==> config.mk <==
export PLATFORM = sky130hd
export DESIGN_NAME = scodec_decoder
export DESIGN_NICKNAME = d
export VERILOG_FILES = /design/src/include/scodec_pkg.sv /design/src/include/scodec_tick_if.sv /design/src/hw/scodec_decoder.sv /design/src/hw/scodec_state_timer.sv
export SDC_FILE = /design/constraint.sdc
export NUM_CORES = 1
export LEC_CHECK = 0
export ABC_CLOCK_PERIOD_IN_PS = 2700
export BUFFER_PORTS_ARGS = -buffer_cell sky130_fd_sc_hd__buf_2
export CORE_UTILIZATION = 45
export CTS_CLUSTER_SIZE = 20
export DETAILED_ROUTE_END_ITERATION = 12
export GPL_TIMING_DRIVEN = 0
export PLACE_DENSITY = 0.68
export RECOVER_POWER = 50
export SYNTH_ARGS = -nofsm -noshare
export SYNTH_HDL_FRONTEND = slang
export SYNTH_SLANG_ARGS = --single-unit
export TNS_END_PERCENT = 50
==> constraint.sdc <==
create_clock -name core_clk -period 2.7 [get_ports core_clk]
set_input_delay 0.405 -clock core_clk [delete_from_list [all_inputs] [get_ports core_clk]]
set_output_delay 0.405 -clock core_clk [all_outputs]
set_load 0.03 [all_outputs]
==> src/include/scodec_pkg.sv <==
/*
  Constants for the subtract/control opcode decoder: opcode patterns,
  register field codes, state counts and state period.
  Assumes an 8-bit opcode and a core clock of 50 MHz.
*/
package scodec_pkg;
  localparam int unsigned ClkPeriodNs = 20;
  localparam int unsigned StatePeriodNs = 330;
  // least time, rounded up to whole clocks
  localparam int unsigned StateClks =
    (StatePeriodNs + ClkPeriodNs - 1) / ClkPeriodNs;
  localparam int unsigned StateCntW = 5;

  localparam logic [4:0] SubRegPfx = 5'h12;
  localparam logic [4:0] SbbRegPfx = 5'h13;
  localparam logic [7:0] SubMemOp = 8'h96;
  localparam logic [7:0] SbbMemOp = 8'h9e;
  localparam logic [7:0] SubImmOp = 8'hd6;
  localparam logic [7:0] SbiImmOp = 8'hde;
  localparam logic [7:0] IntEnOp = 8'hfb;
  localparam logic [7:0] IntDisOp = 8'hf3;
  localparam logic [7:0] IdleOp = 8'h00;
  localparam logic [7:0] MaskRdOp = 8'h20;
  localparam logic [7:0] MaskWrOp = 8'h30;
  localparam logic [7:0] StopOp = 8'h76;

  localparam logic [2:0] RegMemCode = 3'h6;
  localparam logic [2:0] RegAccCode = 3'h7;

  localparam logic [3:0] StatesShort = 4'h4;
  localparam logic [3:0] StatesStop = 4'h5;
  localparam logic [3:0] StatesMem = 4'h7;

  typedef enum logic [3:0] {
    SCODEC_OP_NONE, SCODEC_OP_SUB, SCODEC_OP_SBB, SCODEC_OP_SUBI,
    SCODEC_OP_SBBI, SCODEC_OP_IEN, SCODEC_OP_IDIS, SCODEC_OP_IDLE,
    SCODEC_OP_MRD, SCODEC_OP_MWR, SCODEC_OP_STOP
  } scodec_op_t;

  typedef enum logic [3:0] {
    SCODEC_R_B, SCODEC_R_C, SCODEC_R_D, SCODEC_R_E, SCODEC_R_H,
    SCODEC_R_L, SCODEC_R_MEM, SCODEC_R_ACC, SCODEC_R_NONE
  } scodec_src_t;
endpackage

==> src/include/scodec_tick_if.sv <==
/*
  Carrier between the decoder and its state timer.
  Assumes both ends share core_clk.
*/
`timescale 1ns/1ps
interface scodec_tick_if;
  logic stateTick;
  modport timer (output stateTick);
  modport user (input stateTick);
endinterface

==> src/hw/scodec_decoder.sv <==
/*
  Subtract and control opcode decoder with state-count sequencer.
  Assumes opValid is a one-cycle request, accepted only while idle,
  and flagCond gives the condition test result for two-count opcodes.
*/
`timescale 1ns/1ps
// What this block does
// RULE1: register subtracts decode, four states each
// RULE2: memory and immediate subtracts take seven states
// RULE3: register field B..L, memory, accumulator
// RULE4: two-count opcodes pick by flag test
// RULE5: state period 330 ns (here 17 clocks of 20 ns, so 340 ns)
// RULE6: control opcodes decode with their counts
module scodec_decoder #(
  parameter logic [3:0] COND_SHORT = 4'h6,
  parameter logic [3:0] COND_LONG = 4'hc
) (
  input wire logic core_clk,
  input wire logic arst_n,
  input wire logic [7:0] opcode,
  input wire logic opValid,
  input wire logic condOp,
  input wire logic flagCond,
  output logic busy,
  output logic done,
  output logic known,
  output scodec_pkg::scodec_op_t opKind,
  output scodec_pkg::scodec_src_t srcReg,
  output logic [3:0] stateCount
);
  typedef enum logic [1:0] {SCODEC_IDLE, SCODEC_RUN} scodec_fsm_t;
  typedef struct packed {
    scodec_fsm_t fsm;
    logic [3:0] left;
    logic [3:0] total;
    logic busy;
    logic done;
    logic known;
    scodec_pkg::scodec_op_t kind;
    scodec_pkg::scodec_src_t src;
  } scodec_st_t;
  scodec_st_t st_ff, nxt_st;
  scodec_pkg::scodec_op_t decKind;
  scodec_pkg::scodec_src_t decSrc;
  logic [3:0] decCnt;

  scodec_tick_if tk ();
  scodec_state_timer u_timer (
    .core_clk(core_clk),
    .arst_n(arst_n),
    .tick(tk)
  );

  function automatic scodec_pkg::scodec_src_t src_of(input logic [2:0] f);
    // RULE3 register field
    case (f)
      3'h0: src_of = scodec_pkg::SCODEC_R_B;
      3'h1: src_of = scodec_pkg::SCODEC_R_C;
      3'h2: src_of = scodec_pkg::SCODEC_R_D;
      3'h3: src_of = scodec_pkg::SCODEC_R_E;
      3'h4: src_of = scodec_pkg::SCODEC_R_H;
      3'h5: src_of = scodec_pkg::SCODEC_R_L;
      scodec_pkg::RegMemCode: src_of = scodec_pkg::SCODEC_R_MEM;
      default: src_of = scodec_pkg::SCODEC_R_ACC;
    endcase
  endfunction

  always_comb begin
    decKind = scodec_pkg::SCODEC_OP_NONE;
    decSrc = scodec_pkg::SCODEC_R_NONE;
    decCnt = scodec_pkg::StatesShort;
    if (opcode[7:3] == scodec_pkg::SubRegPfx ||
        opcode[7:3] == scodec_pkg::SbbRegPfx) begin
      decKind = opcode[3] ? scodec_pkg::SCODEC_OP_SBB
                          : scodec_pkg::SCODEC_OP_SUB;
      decSrc = src_of(opcode[2:0]);
      // RULE1 register form four states
      decCnt = scodec_pkg::StatesShort;
      // RULE2 memory operand adds fetch
      if (opcode == scodec_pkg::SubMemOp || opcode == scodec_pkg::SbbMemOp)
        decCnt = scodec_pkg::StatesMem;
    end else begin
      case (opcode)
        // RULE2 immediate forms
        scodec_pkg::SubImmOp: begin
          decKind = scodec_pkg::SCODEC_OP_SUBI;
          decCnt = scodec_pkg::StatesMem;
        end
        scodec_pkg::SbiImmOp: begin
          decKind = scodec_pkg::SCODEC_OP_SBBI;
          decCnt = scodec_pkg::StatesMem;
        end
        // RULE6 control opcodes
        scodec_pkg::IntEnOp: decKind = scodec_pkg::SCODEC_OP_IEN;
        scodec_pkg::IntDisOp: decKind = scodec_pkg::SCODEC_OP_IDIS;
        scodec_pkg::IdleOp: decKind = scodec_pkg::SCODEC_OP_IDLE;
        scodec_pkg::MaskRdOp: decKind = scodec_pkg::SCODEC_OP_MRD;
        scodec_pkg::MaskWrOp: decKind = scodec_pkg::SCODEC_OP_MWR;
        scodec_pkg::StopOp: begin
          decKind = scodec_pkg::SCODEC_OP_STOP;
          decCnt = scodec_pkg::StatesStop;
        end
        default: begin
          // RULE4 flag-dependent length
          if (condOp)
            decCnt = flagCond ? COND_LONG : COND_SHORT;
        end
      endcase
    end
  end

  always_comb begin
    nxt_st = st_ff;
    nxt_st.done = 1'b0;
    case (st_ff.fsm)
      SCODEC_IDLE: begin
        if (opValid) begin
          nxt_st.fsm = SCODEC_RUN;
          nxt_st.busy = 1'b1;
          nxt_st.kind = decKind;
          nxt_st.src = decSrc;
          nxt_st.known = decKind != scodec_pkg::SCODEC_OP_NONE;
          nxt_st.total = decCnt;
          nxt_st.left = decCnt;
        end
      end
      SCODEC_RUN: begin
        // RULE5 one count per state period
        if (tk.stateTick) begin
          nxt_st.left = st_ff.left - 4'h1;
          if (st_ff.left == 4'h1) begin
            nxt_st.fsm = SCODEC_IDLE;
            nxt_st.busy = 1'b0;
            nxt_st.done = 1'b1;
          end
        end
      end
      default: nxt_st.fsm = SCODEC_IDLE;
    endcase
  end

  always_ff @(posedge core_clk or negedge arst_n) begin
    if (!arst_n) begin
      st_ff <= '{fsm: SCODEC_IDLE, left: 4'h0, total: 4'h0, busy: 1'b0,
                 done: 1'b0, known: 1'b0,
                 kind: scodec_pkg::SCODEC_OP_NONE,
                 src: scodec_pkg::SCODEC_R_NONE};
    end else begin
      st_ff <= nxt_st;
    end
  end

  assign busy = st_ff.busy;
  assign done = st_ff.done;
  assign known = st_ff.known;
  assign opKind = st_ff.kind;
  assign srcReg = st_ff.src;
  assign stateCount = st_ff.total;

  // done shows one cycle after the edge of the last state tick;
  // free running timer makes the first state anywhere from 1 to a full one
  localparam int RunLoShort =
    (scodec_pkg::StatesShort - 1) * scodec_pkg::StateClks + 2;
  localparam int RunHiShort =
    scodec_pkg::StatesShort * scodec_pkg::StateClks + 1;
  localparam int RunLoMem =
    (scodec_pkg::StatesMem - 1) * scodec_pkg::StateClks + 2;
  localparam int RunHiMem =
    scodec_pkg::StatesMem * scodec_pkg::StateClks + 1;

  subRegCount_a: // RULE1
  assert property (@(posedge core_clk) disable iff (!arst_n)
    (!busy && opValid && opcode[7:4] == 4'h9 && opcode[2:0] != 3'h6)
    |=> stateCount == 4'h4 && (opKind == scodec_pkg::SCODEC_OP_SUB ||
                               opKind == scodec_pkg::SCODEC_OP_SBB))
  else $error("register subtract count wrong");

  memImmCount_a: // RULE2
  assert property (@(posedge core_clk) disable iff (!arst_n)
    (!busy && opValid && (opcode == 8'h96 || opcode == 8'h9e ||
                          opcode == 8'hd6 || opcode == 8'hde))
    |=> stateCount == 4'h7)
  else $error("memory or immediate subtract count wrong");

  regField_a: // RULE3
  assert property (@(posedge core_clk) disable iff (!arst_n)
    (!busy && opValid && opcode[7:4] == 4'h9)
    |=> srcReg == scodec_pkg::scodec_src_t'({1'b0, $past(opcode[2:0])}))
  else $error("source register field wrong");

  condCount_a: // RULE4
  assert property (@(posedge core_clk) disable iff (!arst_n)
    (!busy && opValid && condOp && decKind == scodec_pkg::SCODEC_OP_NONE)
    |=> stateCount == ($past(flagCond) ? 4'hc : 4'h6))
  else $error("conditional count does not follow flag");

  stopCount_a: // RULE6
  assert property (@(posedge core_clk) disable iff (!arst_n)
    (!busy && opValid && opcode == 8'h76)
    |=> stateCount == 4'h5 && opKind == scodec_pkg::SCODEC_OP_STOP)
  else $error("stop opcode count wrong");

  ctrlCount_a: // RULE6
  assert property (@(posedge core_clk) disable iff (!arst_n)
    (!busy && opValid && (opcode == 8'hfb || opcode == 8'hf3 ||
                          opcode == 8'h00 || opcode == 8'h20 ||
                          opcode == 8'h30))
    |=> stateCount == 4'h4 && known)
  else $error("control opcode count wrong");

  runLength_a: // RULE5
  assert property (@(posedge core_clk) disable iff (!arst_n)
    (!busy && opValid && decCnt == scodec_pkg::StatesShort)
    |-> ##[RunLoShort:RunHiShort] done)
  else $error("four-state run not near 1.3 us");

  doneEnds_a: // RULE5
  assert property (@(posedge core_clk) disable iff (!arst_n)
    done |-> !busy && $past(busy))
  else $error("done without a finished run");

  memRunLength_a: // RULE2
  assert property (@(posedge core_clk) disable iff (!arst_n)
    (!busy && opValid && decCnt == scodec_pkg::StatesMem)
    |-> ##[RunLoMem:RunHiMem] done)
  else $error("seven-state run length wrong");

  refusedHeld_a: // RULE5
  assert property (@(posedge core_clk) disable iff (!arst_n)
    busy |=> $stable(opKind) && $stable(stateCount) && $stable(srcReg))
  else $error("request taken while busy");

  srcNone_a: // RULE3
  assert property (@(posedge core_clk) disable iff (!arst_n)
    (!busy && opValid && decKind != scodec_pkg::SCODEC_OP_SUB &&
     decKind != scodec_pkg::SCODEC_OP_SBB)
    |=> srcReg == scodec_pkg::SCODEC_R_NONE)
  else $error("source register given for non-subtract");
endmodule // scodec_decoder

==> src/hw/scodec_state_timer.sv <==
/*
  State timer: one-cycle pulse each processor state period.
  Assumes core_clk at the rate named in the package.
*/
`timescale 1ns/1ps
module scodec_state_timer #(
  parameter int unsigned DIV = scodec_pkg::StateClks
) (
  input wire logic core_clk,
  input wire logic arst_n,
  scodec_tick_if.timer tick
);
  typedef struct packed {
    logic [4:0] cnt;
    logic tick;
  } scodec_tmr_t;
  scodec_tmr_t st_ff, nxt_st;

  always_comb begin
    nxt_st = st_ff;
    nxt_st.tick = 1'b0;
    // RULE5 state period
    if (st_ff.cnt == 5'(DIV - 1)) begin
      nxt_st.cnt = 5'h0;
      nxt_st.tick = 1'b1;
    end else begin
      nxt_st.cnt = st_ff.cnt + 5'h1;
    end
  end

  always_ff @(posedge core_clk or negedge arst_n) begin
    if (!arst_n) begin
      st_ff <= '0;
    end else begin
      st_ff <= nxt_st;
    end
  end

  assign tick.stateTick = st_ff.tick;

  periodTick_a: // RULE5
  assert property (@(posedge core_clk) disable iff (!arst_n)
    st_ff.tick |=> !st_ff.tick)
  else $error("state tick longer than one cycle");
endmodule // scodec_state_timer

==> impl_metrics.yaml <==
power:
  internal_power_uw: 724
  peakVddDrop_v: 0.000371
  pwr_density_cell_nw_per_um2: 630
  seqPwrFrac: 0.460
  power_switching_share: 0.316
  p_leak_uw: 0.000814
  switching_power_uw: 335
  power_frac_comb: 0.281
  clockPowerShare: 0.259
clock_tree:
  numCtsBuffers: 3
  cts_setup_buffers: 0
  holdBufCountCts: 0
  clk_pin_slew_ns: 0.15
  post_cts_resized: 0
  cts_buffer_depth: 2
  clkLatencyLatePin_ns: 0.33
  root_buffer: "clkbuf_4"
  clock-sinks: 26
  cts_tree: "built"
  cts_max_level: 1
detailed_routing:
  ant_nets: 0
  drt_iter0_drc: 38
  avgRoutedWirePerCell_um: 13.3
  vias: 1215
  drc: 0
  wl_um: 3020
  vias_per_cell: 5.35
  dr.pass1.iters: 4
finish:
  diodes: 0
  area_growth_pct: 16.7
  design_area_sq_um: 1680
  final_nets: 201
  drive_above_1_share: 0.273
logic_synthesis:
  synth-edff-count: 0
  ys_seq_area_frac: 0.453
  synth_area_sq_um: 1440
  async_flop_share: 1.00
  synth_fp_nets: 169
  yosysWarnings: 0
  syn_area_per_cell_sq_um: 9.47
  yosysTopAreaCellShare: 0.434
  syn_inst: 152
  synthTopCellsByArea: "dfrtp_1, buf_4, nand2_1, ha_1, nor2_1"
  ys_ff_latch: 26
  ys_types: 45
  yosys.area.top_type: "dfrtp_1"
  yosys_most_used_dff: "dfrtp_1"
worst_hold_path:
  hold_path.class: "in2reg"
critical_path:
  start_kind: "flop"
  cp.required_ns: 2.96
  path_class: "reg2reg"
  crit_path_top_delay_cell: "dfrtp_1"
  path_cells: "clkbuf_1 -> nand2b_1 -> nor3b_1 -> o2111ai_1 -> a22oi_1"
  slowest_delay_ns: 0.41
  path_max_fanout: 10
  crit_arrival_ns: 1.98
  critPathCaptureType: "flop"
grt:
  grt_use_met1: 0.242
  grtUsageMet3: 0.0374
  grt_pass1_vias: 1131
  antenna_found_initial: 0
  grt_use_total: 0.193
  grt_max_degree: 27
  grt_pass1_wl_um: 5000
  met2_usage: 0.328
  grt.overflow.total: 0
  busiest_layer: "met2"
timing:
  rsz0062_at_grt: "false"
  hold_ws_ns: 0.287
  fmax_ghz: 0.583
  timing.setup.tns_ns: 0
  period_needed_ns: 1.72
  drv_slew: 0
  relSlewSlack: 0.116
  worst_slew_pin_slew_ns: 1.33
  finalSetupViolCount: 0
  period_share: 0.636
  skew_ns: 0.00389
  hold_violations: 0
job:
  maxCapViolCount: 0
floorplan:
  fp-row-count: 20
  die_x_um: 58.6
  initial_utilization: 0.472
  die_h_um: 58.6
  coreArea_sq_um: 3050
  die-area_sq_um: 3430
  ioPinCount: 28
place:
  placed_cell_area_sq_um: 1630
  gp_congestion: 0.827
  port_buffers: 27
  dp_hpwl_um: 2240
outcome:
  status: "finished, final reports clean"
==> state kept, by name, indices dropped and copies added, names as in the netlist <==
name / count
u_timer.st_ff: 5
stateCount: 4
opKind: 4
u_timer.tick.stateTick: 1
srcReg: 4
done: 1
busy: 1
st_ff: 5
known: 1
==> cells in the mapped netlist (2+ instances only) <==
cell type and n:
a21oi_1 7, a22oi_1 2, a311oi_1 2, a31oi_1 3, and4b_1 2, buf_4 12, clkbuf_1 3, dfrtp_1 25
ha_1 4, inv_1 8, nand2_1 17, nand2b_1 3, nand3_1 6, nand3b_1 2, nor2_1 11, nor2b_1 2
nor3_1 3, nor3b_1 3, o211ai_1 2, o21ai_0 3, o21ai_1 5, o22a_1 2, o22ai_1 2, xnor2_1 2
==> worst max-delay path, delay by kind of cell (launching register included) <==
| kind | cells | cell delay (ns) |
|---|---|---|
| flip-flops | 1 | 0.41 |
| AO/OA/AOI/OAI | 2 | 0.43 |
| AND/OR/NAND/NOR | 2 | 0.60 |
| buffers and inverters | 1 | 0.21 |
==> metrics by stage <==
| step | instances | total power (uW) | setup slack, ns | util |
|---|---|---|---|---|
| after floorplan | 152 | 709 | 1.01 | - |
| after global placement | 223 | 786 | 0.802 | 0.534 |
| after detailed placement | 223 | 795 | 0.768 | 0.534 |
| after CTS | 227 | 1070 | 1.02 | 0.551 |
| after global routing | 227 | 1120 | 0.900 | 0.550 |
| final | 227 | 1060 | 0.984 | 0.550 |
==> cell usage in the layout (no fill, tap or decap), drive strengths merged, types with 4 or more instances in the layout <==
master,netlist,final
buf,13,38
dfrtp,25,25
nand2,17,17
nor2,11,11
inv,8,8
clkbuf,3,8
o21ai,8,8
a21oi,7,7
nand3,6,6
ha,4,4
==> power by group through the flow <==
stage	Sequential, uW	Clock [uW]	Combinational [uW]
after floorplan	505	0	204
after global placement	494	0	293
after detailed placement	495	0	300
after CTS	487	279	301
after global routing	496	293	335
final	487	274	298
==> logic make-up (layout without fill, tap and decap cells) <==
| logic type | Yosys count | in the layout | share of synthesized area |
|---|---|---|---|
| fa+ha+maj | 4 | 4 | 0.0348 |
| mux | 1 | 1 | 0.00782 |
| flops | 26 | 26 | 0.453 |
| compound gates | 32 | 32 | 0.143 |
| simple gates | 62 | 62 | 0.248 |
| buf+inv | 24 | 55 | 0.0947 |
| xor+xnor | 3 | 3 | 0.0182 |
==> routing by layer <==
| layer | vias to the layer above | routed length [um] |
|---|---|---|
| met2 | 35 | 1540 |
| met3 | 8 | 133 |
| met5 | - | 0 |
| li1 | 594 | - |
| met4 | 0 | 57 |
| met1 | 578 | 1290 |
==> final timing paths <==
kind,from,to,slack (ns),depth (start not counted)
max,st_ff[19]$_DFFE_PN0P_,st_ff[18]$_DFFE_PN0P_,0.98,5
min,flagCond,st_ff[16]$_DFFE_PN0P_,0.29,2
max reg2reg,st_ff[19]$_DFFE_PN0P_,st_ff[18]$_DFFE_PN0P_,0.98,5
min reg2reg,srcReg[3]$_DFFE_PN1P_,srcReg[3]$_DFFE_PN1P_,0.47,2
max in group asynchronous,arst_n,srcReg[1]$_DFFE_PN0P_,1.60,1
min in group asynchronous,arst_n,known$_DFFE_PN0P_,0.33,1
==> layout make-up <==
type / instances / area [sq um]
sequential: 26 / 652
buffer: 16 / 106
clock inverter: 1 / 30.0
multi-input combinational: 102 / 652
clock buffer: 3 / 22.5
inverter: 8 / 30.0
tap: 44 / 55.1
fill: 303 / 1370
timing repair buffer: 27 / 133
No activity file was read; power rests on OpenSTA's default activity.
